**config.mk**
```make
export PLATFORM = sky130hd
export DESIGN_NAME = adr_regs
export DESIGN_NICKNAME = d
export VERILOG_FILES = /design/src/shared/adr_pkg.sv /design/src/hw/adr_monitor.sv /design/src/hw/adr_regs.sv
export SDC_FILE = /design/constraint.sdc
export NUM_CORES = 1
export LEC_CHECK = 0
export ABC_AREA = 1
export BUFFER_PORTS_ARGS = -buffer_cell sky130_fd_sc_hd__buf_2
export CORE_MARGIN = 2
export CORE_UTILIZATION = 64
export CTS_CLUSTER_SIZE = 12
export DETAILED_ROUTE_END_ITERATION = 12
export PLACE_DENSITY = 0.84
export SLEW_MARGIN = 30
export SYNTH_ARGS = -nofsm -noshare
export SYNTH_HDL_FRONTEND = slang
export SYNTH_SLANG_ARGS = --single-unit
export TNS_END_PERCENT = 5
```
**constraint.sdc**
```tcl
create_clock -name pclk -period 3.3 [get_ports pclk]
set_input_delay 0.495 -clock pclk [delete_from_list [all_inputs] [get_ports pclk]]
set_output_delay 0.495 -clock pclk [all_outputs]
set_load 0.005 [all_outputs]
```
**src/shared/adr_pkg.sv**
```systemverilog
`default_nettype none
package adr_pkg;
  localparam int          ADR_DATA_W        = 32;
  localparam int          ADR_RES_W         = 10;
  localparam int          ADR_NORM_CNT      = 12;
  localparam int          ADR_SLOT_CNT      = 13;
  localparam int          ADR_PRIO_SLOT     = 12;

  // Register byte offsets
  localparam logic [7:0]  ADR_OFS_RESULT0   = 8'h00;
  localparam logic [7:0]  ADR_OFS_PRIO      = 8'h30;
  localparam logic [7:0]  ADR_OFS_THR0      = 8'h34;
  localparam logic [7:0]  ADR_OFS_THR1      = 8'h38;
  localparam logic [7:0]  ADR_OFS_MON0_CFG  = 8'h3c;
  localparam logic [7:0]  ADR_OFS_MON1_CFG  = 8'h40;
  localparam logic [7:0]  ADR_OFS_IRQ_STAT  = 8'h44;
  localparam logic [7:0]  ADR_OFS_IRQ_MASK  = 8'h48;

  // Result and threshold field positions
  localparam int          ADR_VAL_LSB       = 6;
  localparam int          ADR_VAL_MSB       = 15;
  localparam int          ADR_OVR_BIT       = 1;
  localparam int          ADR_RF_BIT        = 0;

  // Monitor configuration field positions
  localparam int          ADR_MON_EN_BIT    = 0;
  localparam int          ADR_MON_SEL_LSB   = 1;
  localparam int          ADR_MON_SEL_MSB   = 4;
  localparam int          ADR_MON_DIR_BIT   = 5;
  localparam int          ADR_MON_CFG_W     = 6;

  // Reset values
  localparam logic [9:0]  ADR_RST_VAL       = 10'h000;
  localparam logic [9:0]  ADR_RST_THR       = 10'h000;
  localparam logic [5:0]  ADR_RST_MON_CFG   = 6'h00;
  localparam logic [1:0]  ADR_RST_IRQ       = 2'h0;
  localparam logic [31:0] ADR_RST_PRDATA    = 32'h0000_0000;
endpackage
`default_nettype wire

```
**src/hw/adr_monitor.sv**
```systemverilog
`timescale 1ns/1ns
`default_nettype none
module adr_monitor
  import adr_pkg::*;
#(
  parameter int RES_W = ADR_RES_W
) (
  // Clock and reset
  input  wire logic             pclk,
  input  wire logic             presetn,
  input  wire logic             ce,
  // Configuration
  input  wire logic             enable,
  input  wire logic             direction,
  input  wire logic [RES_W-1:0] threshold,
  // Store watched
  input  wire logic             store,
  input  wire logic [RES_W-1:0] value,
  // Hit pulse
  output logic                  hit
);
  logic below;
  logic above;
  logic hit_nxt;
  logic hit_r;

  // Compare the incoming value so the hit is never a stale result
  assign below   = value < threshold;
  assign above   = value > threshold;
  assign hit_nxt = enable & store & (direction ? above : below);
  assign hit     = hit_r;

  always_ff @(posedge pclk or negedge presetn) begin
    if (!presetn) begin
      hit_r <= 1'b0;
    end else if (ce) begin
      hit_r <= hit_nxt;
    end
  end
endmodule
`default_nettype wire

```
**src/hw/adr_regs.sv**
```systemverilog
// Summary of operation
// - Twelve read-only normal result words, indexed zero to eleven, are provided.
// - A normal result word shows its 10-bit value in bits 15..6 with 31..16 and 5..2 zero.
// - Bit 1 of a normal result flags an overrun when an unread value is replaced, cleared on read.
// - Bit 0 of each result word is set whenever a new value is stored there.
// - Reading a result word clears its stored flag.
// - A separate top-priority result word holds its value in 15..6 and its own stored flag in bit 0.
// - The top-priority word flags its own overrun in bit 1, cleared on read.
// - Threshold zero is a writable 10-bit field in 15..6, other bits zero, reset zero.
// - Threshold one is a writable 10-bit field in 15..6 used by monitor one, other bits zero.
// - Each monitor compares its chosen result on every store and raises its interrupt on a hit.
// - Target codes 0000..0111 pick normal results 0..7 and any code with bit 3 set picks priority.
// - Direction zero hits below the threshold, one hits above, and an enable bit turns it on.
//
// Register access over APB and the register addresses were chosen for this implementation.
`timescale 1ns/1ns
`default_nettype none
module adr_regs
  import adr_pkg::*;
#(
  parameter int RES_W    = ADR_RES_W,
  parameter int NORM_CNT = ADR_NORM_CNT
) (
  // Clock, reset, enable
  input  wire logic             pclk,
  input  wire logic             presetn,
  input  wire logic             ce,
  // APB slave
  input  wire logic             psel,
  input  wire logic             penable,
  input  wire logic             pwrite,
  input  wire logic [7:0]       paddr,
  input  wire logic [31:0]      pwdata,
  output logic      [31:0]      prdata,
  output logic                  pready,
  output logic                  pslverr,
  // Converter result stores
  input  wire logic             norm_store,
  input  wire logic [3:0]       norm_index,
  input  wire logic [RES_W-1:0] norm_value,
  input  wire logic             prio_store,
  input  wire logic [RES_W-1:0] prio_value,
  // Interrupts
  output logic                  monitor0_irq,
  output logic                  monitor1_irq,
  output logic                  irq
);
  localparam int SLOTS = NORM_CNT + 1;
  localparam int PRIO  = NORM_CNT;

  // Monitor target decode, shared by both channels
  function automatic logic [3:0] target_slot(input logic [3:0] code);
    target_slot = code[3] ? 4'(PRIO) : {1'b0, code[2:0]};
  endfunction

  logic [RES_W-1:0]         val_r [SLOTS];
  logic [SLOTS-1:0]         rf_r;
  logic [SLOTS-1:0]         ovr_r;
  logic [SLOTS-1:0]         store_vec;
  logic [SLOTS-1:0]         rd_clr;
  logic [RES_W-1:0]         thr_r [2];
  logic [ADR_MON_CFG_W-1:0] cfg_r [2];
  logic [1:0]               stat_r;
  logic [1:0]               stat_nxt;
  logic [1:0]               mask_r;
  logic [1:0]               hit;
  logic [31:0]              prdata_r;
  logic [31:0]              rd_mux;

  // Bus decode
  logic       setup_rd;
  logic       acc_wr;
  logic [5:0] word_idx;
  logic       is_result;
  logic       is_prio;
  logic       is_thr0;
  logic       is_thr1;
  logic       is_cfg0;
  logic       is_cfg1;
  logic       is_stat;
  logic       is_mask;
  logic       mapped;
  logic [3:0] rd_slot;
  logic [31:0] res_word;

  assign setup_rd  = psel & ~penable & ~pwrite;
  assign acc_wr    = psel & penable & pwrite;
  assign word_idx  = paddr[7:2];
  assign is_result = (word_idx < 6'(NORM_CNT)) && (paddr[1:0] == 2'h0);
  assign is_prio   = paddr == ADR_OFS_PRIO;
  assign is_thr0   = paddr == ADR_OFS_THR0;
  assign is_thr1   = paddr == ADR_OFS_THR1;
  assign is_cfg0   = paddr == ADR_OFS_MON0_CFG;
  assign is_cfg1   = paddr == ADR_OFS_MON1_CFG;
  assign is_stat   = paddr == ADR_OFS_IRQ_STAT;
  assign is_mask   = paddr == ADR_OFS_IRQ_MASK;
  assign mapped    = is_result | is_prio | is_thr0 | is_thr1 | is_cfg0 | is_cfg1
                   | is_stat | is_mask;
  assign rd_slot   = is_prio ? 4'(PRIO) : word_idx[3:0];

  // Zero wait states; prdata is captured in the setup cycle
  assign pready  = 1'b1;
  assign pslverr = psel & penable & ~mapped;
  assign prdata  = prdata_r;

  // Result word layout, shared by normal and priority words
  assign res_word = {16'h0000, val_r[rd_slot], 4'h0, ovr_r[rd_slot], rf_r[rd_slot]};

  assign rd_mux = (is_result | is_prio) ? res_word :
                  is_thr0 ? {16'h0000, thr_r[0], 6'h00} :
                  is_thr1 ? {16'h0000, thr_r[1], 6'h00} :
                  is_cfg0 ? {26'h0, cfg_r[0]} :
                  is_cfg1 ? {26'h0, cfg_r[1]} :
                  is_stat ? {30'h0, stat_r} :
                  is_mask ? {30'h0, mask_r} : 32'h0000_0000;

  // Store strobes and read clears per slot
  genvar g;
  generate
    for (g = 0; g < SLOTS; g++) begin : g_slot
      if (g == PRIO) begin : g_prio
        assign store_vec[g] = prio_store;
      end else begin : g_norm
        assign store_vec[g] = norm_store & (norm_index == 4'(g));
      end
      // Snapshot and clear happen together, so no store slips between them
      assign rd_clr[g] = setup_rd & (is_result | is_prio) & (rd_slot == 4'(g));

      always_ff @(posedge pclk or negedge presetn) begin
        if (!presetn) begin
          val_r[g] <= ADR_RST_VAL;
          rf_r[g]  <= 1'b0;
          ovr_r[g] <= 1'b0;
        end else if (ce) begin
          if (store_vec[g]) begin
            val_r[g] <= (g == PRIO) ? prio_value : norm_value;
          end
          rf_r[g]  <= (rf_r[g] & ~rd_clr[g]) | store_vec[g];
          ovr_r[g] <= (ovr_r[g] & ~rd_clr[g])
                    | (store_vec[g] & rf_r[g] & ~rd_clr[g]);
        end
      end
    end
  endgenerate

  // Monitor channels
  generate
    for (g = 0; g < 2; g++) begin : g_mon
      logic [3:0] tgt;
      assign tgt = target_slot(cfg_r[g][ADR_MON_SEL_MSB:ADR_MON_SEL_LSB]);

      adr_monitor #(
        .RES_W     (RES_W)
      ) u_mon (
        .pclk      (pclk),
        .presetn   (presetn),
        .ce        (ce),
        .enable    (cfg_r[g][ADR_MON_EN_BIT]),
        .direction (cfg_r[g][ADR_MON_DIR_BIT]),
        .threshold (thr_r[g]),
        .store     (store_vec[tgt]),
        .value     ((tgt == 4'(PRIO)) ? prio_value : norm_value),
        .hit       (hit[g])
      );
    end
  endgenerate

  assign monitor0_irq = hit[0];
  assign monitor1_irq = hit[1];

  // Sticky status; a hit beats a write-one clear in the same cycle
  assign stat_nxt = (stat_r & ~((acc_wr & is_stat) ? pwdata[1:0] : 2'h0)) | hit;
  assign irq      = |(stat_r & mask_r);

  // Configuration and thresholds; monitor should be off while rewriting
  always_ff @(posedge pclk or negedge presetn) begin
    if (!presetn) begin
      thr_r[0] <= ADR_RST_THR;
      thr_r[1] <= ADR_RST_THR;
      cfg_r[0] <= ADR_RST_MON_CFG;
      cfg_r[1] <= ADR_RST_MON_CFG;
      mask_r   <= ADR_RST_IRQ;
      stat_r   <= ADR_RST_IRQ;
    end else if (ce) begin
      if (acc_wr & is_thr0) begin
        thr_r[0] <= pwdata[ADR_VAL_MSB:ADR_VAL_LSB];
      end
      if (acc_wr & is_thr1) begin
        thr_r[1] <= pwdata[ADR_VAL_MSB:ADR_VAL_LSB];
      end
      if (acc_wr & is_cfg0) begin
        cfg_r[0] <= pwdata[ADR_MON_CFG_W-1:0];
      end
      if (acc_wr & is_cfg1) begin
        cfg_r[1] <= pwdata[ADR_MON_CFG_W-1:0];
      end
      if (acc_wr & is_mask) begin
        mask_r <= pwdata[1:0];
      end
      stat_r <= stat_nxt;
    end
  end

  // Read data register
  always_ff @(posedge pclk or negedge presetn) begin
    if (!presetn) begin
      prdata_r <= ADR_RST_PRDATA;
    end else if (ce && setup_rd) begin
      prdata_r <= rd_mux;
    end
  end
endmodule
`default_nettype wire

```
==> summary.txt <==
STA
  – Final period util: 0.717
  – Final setup viols: 0
  – Final Skew: 15.2 ps
  – Worst slew pin tran: 940 ps
  – Final period demand of the worst path: 2370 ps
  – Fmax: 422 MHz
  – Relative slew margins: 0.372
  – Final Hold Viols: 1
  – Hold WS: -0.186 ps
  – RSZ-0062 raised after global routing: false
  – Max Slew Vio Count: 0
  – Sum Neg Setup Slack: 0 ps

Placed design
  – Port Buffer Count: 75
  – DP HPWL: between 15 and 20 mm
  – # placed instances: 1624
  – Post-DP Area: 11200 um^2
  – Routability congestion estimate: 0.904

Clock network
  – Clk buf depth: 3
  – # H-tree levels: 1
  – Skew-Pair Late Insertion Delay: 520 ps
  – Worst-path clk slew: roughly 60 ps
  – Clk sinks: 210
  – Number of buffers created by CTS: 23
  – # Post-CTS Setup Buffers: 0
  – Post-cts sizing count: 0
  – Hold_buf cts: 0
  – CTS tree: yes
  – Clock Root Buffer: clkbuf_16

Worst setup path
  – Worst setup SP type: input port
  – R2R depth: 10
  – Kind of cell adding the most delay to the critical path: buffers and inverters
  – Worst EP required: between 2000 and 3000 ps
  – Longest individual stage delay on the worst path: 400 ps
  – CP Depth: 7
  – Kind of critical path: input port to output port
  – Flop-to-flop setup slack: just over 900 ps
  – CP endpoint kind: output port
  – Cell mode on critical path: buf_2
  – Critical Path Fanout Max: 34
  – Bufs and invs on worst path: 3
  – Critical-path top delay cell: buf_4
  – Crit-path cells: buf_2, nor2_8, buf_4, nand3_1, o2111ai_1, nor2_1, buf_2
  – Arr. time, crit path: approximately 1900 ps

Floorplanning
  – DIE HEIGHT: 133 um
  – Die ar.: around 18000 um^2
  – I/O Pins: 109
  – Initial Util: 0.650
  – Die W: 133 um
  – FP Rows: 47
  – Core area: 16500 um^2

GRT
  – First-pass GRT wire length: 44.9 mm
  – Largest net degree at the start of global routing: 78
  – Total GRT Usage: 0.314
  – GRT Residual Overflow: 0
  – Vias in the first global route: 9000
  – Initial antenna violation count: 0

Logic synthesis
  – Synthesized flop and latch total: 210
  – Synth warn: 0
  – Yosys top cell area share: 0.491
  – Mapped cell area: 10700 um^2
  – Largest cells by area after synthesis: dfrtp_1 49%, nand2_1 18%, o21ai_0 7.8%
  – Register area share after synthesis: 0.491
  – Most frequent cell after synthesis: nand2_1
  – Synth Area in Compound Gates: 0.153
  – Synth cell types: 39
  – Synth top cells by count: 521 x nand2_1, 210 x dfrtp_1, 167 x o21ai_0
  – Cells after Synth: 1378
  – Xor/xnor share of the synthesized area: 0
  – Post-synth top area cell: dfrtp_1
  – Post-synth ARST share: 1.00
  – Synth Flop Type: dfrtp_1
  – Mean post-synth cell area: between 7 and 8 um^2
  – EDFF count, synth: 0
  – Adder-cell share of the synthesized area: 0.0234
  – Mux cell area share after synthesis: 0
  – Main combinational cell family by area after synthesis: simple AND/OR/NAND/NOR gates
  – Simple-gate share of the synthesized area: 0.247

Cells and area
  – Inserted Diodes: 0
  – Post-route insts no fill: 1662
  – Area growth syn-to-layout: 10.6%
  – Layout Nets: 1521
  – Final core utilization: 0.719
  – Post-route design area: approximately 12000 um^2
  – Layout cells sized above 1: 0.111
  – # fillers: roughly 1300

Route
  – DR vias/cell: ~5.7
  – DRC viols: 0
  – Final ANT Viol Nets: 0
  – Routed WL: 27.5 mm
  – Routed vias: 9520
  – TritonRoute pass-1 iters: 8
  – 1st-iter DRT viols: approximately 920
  – Wirelength per Cell: 16.5 um

Pwr
  – Power Density: 534 nW/um^2
  – Pleak: roughly 6 nW
  – Max VDD drop: 476 uV

Outcome
  – Failing checks: negative hold slack
  – Status: complete, but fails checks

Min path
  – Hold Path Class: input port to async pin

Run
  – Max Cap Viol: 0
cell type report:
type / instances / area (um^2) / area share
clock buffers: 33 / 643 / 0.0543
clock inverters: 5 / 35.0 / 0.00296
inverters: 122 / 460 / 0.0389
multi-input cells: 973 / 4600 / 0.388
flip-flops and latches: 210 / 5260 / 0.444
well taps: 220 / 275 / 0.0232
repair buffers: 99 / 577 / 0.0487
flip-flops by register name, summed over array words and instances, names as in the netlist:
name	cells
rf_r	13
prdata	16
stat_r	2
g_mon.u_mon.hit	2
mask_r	2
val_r	130
thr_r	20
cfg_r	12
ovr_r	13
logic make-up after synthesis:
kind of cell,after synthesis
other,2
flip-flops,210
adder cells (fa/ha/maj),20
buffers and inverters,210
AO/OA/AOI/OAI,294
AND/OR/NAND/NOR,642
through the flow:
step,worst slack (ps),power [W]
floorplan,1350,0.00370
global placement,985,0.00394
detailed placement,956,0.00400
CTS,973,0.00633
global route,784,0.00661
finish,933,0.00632
routing by layer:
metal / part of all wire / GRT usage / wire length, um
met5: 0 / 0 / 0
met4: 0.029 / 0.105 / 801
met3: 0.067 / 0.0430 / 1850
met2: 0.49 / 0.529 / 13500
met1: 0.41 / 0.424 / 11300
worst paths after layout:
kind | from | to
max | paddr[2] | pslverr
min | presetn | ovr_r[11]
max reg2reg | cfg_r[4] | g_mon[1].u_mon.hit
min reg2reg | prdata[14] | prdata[14]
max in group asynchronous | presetn | cfg_r[7]
min in group pclk | pwdata[13] | thr_r[17]
where the power goes:
group          internal (W)  leakage [nW]  switching [W]  total [W]
clock network       0.00135         0.330        0.00100    0.00235
logic              0.000308          2.92       0.000527   0.000835
registers           0.00294          2.73       0.000201    0.00314
cells in the final DEF (no fill, tap or decap), types with 24 or more instances in the layout:
cell | netlist | routed
buf_2 | 23 | 74
o21ai_0 | 167 | 167
a21oi_1 | 24 | 24
nor2_1 | 43 | 42
dfrtp_1 | 210 | 210
nand3_1 | 37 | 37
a22oi_1 | 44 | 44
o21ai_1 | 38 | 38
nand2_1 | 521 | 521
inv_1 | 112 | 112
Power figures use the tool's default switching activity.
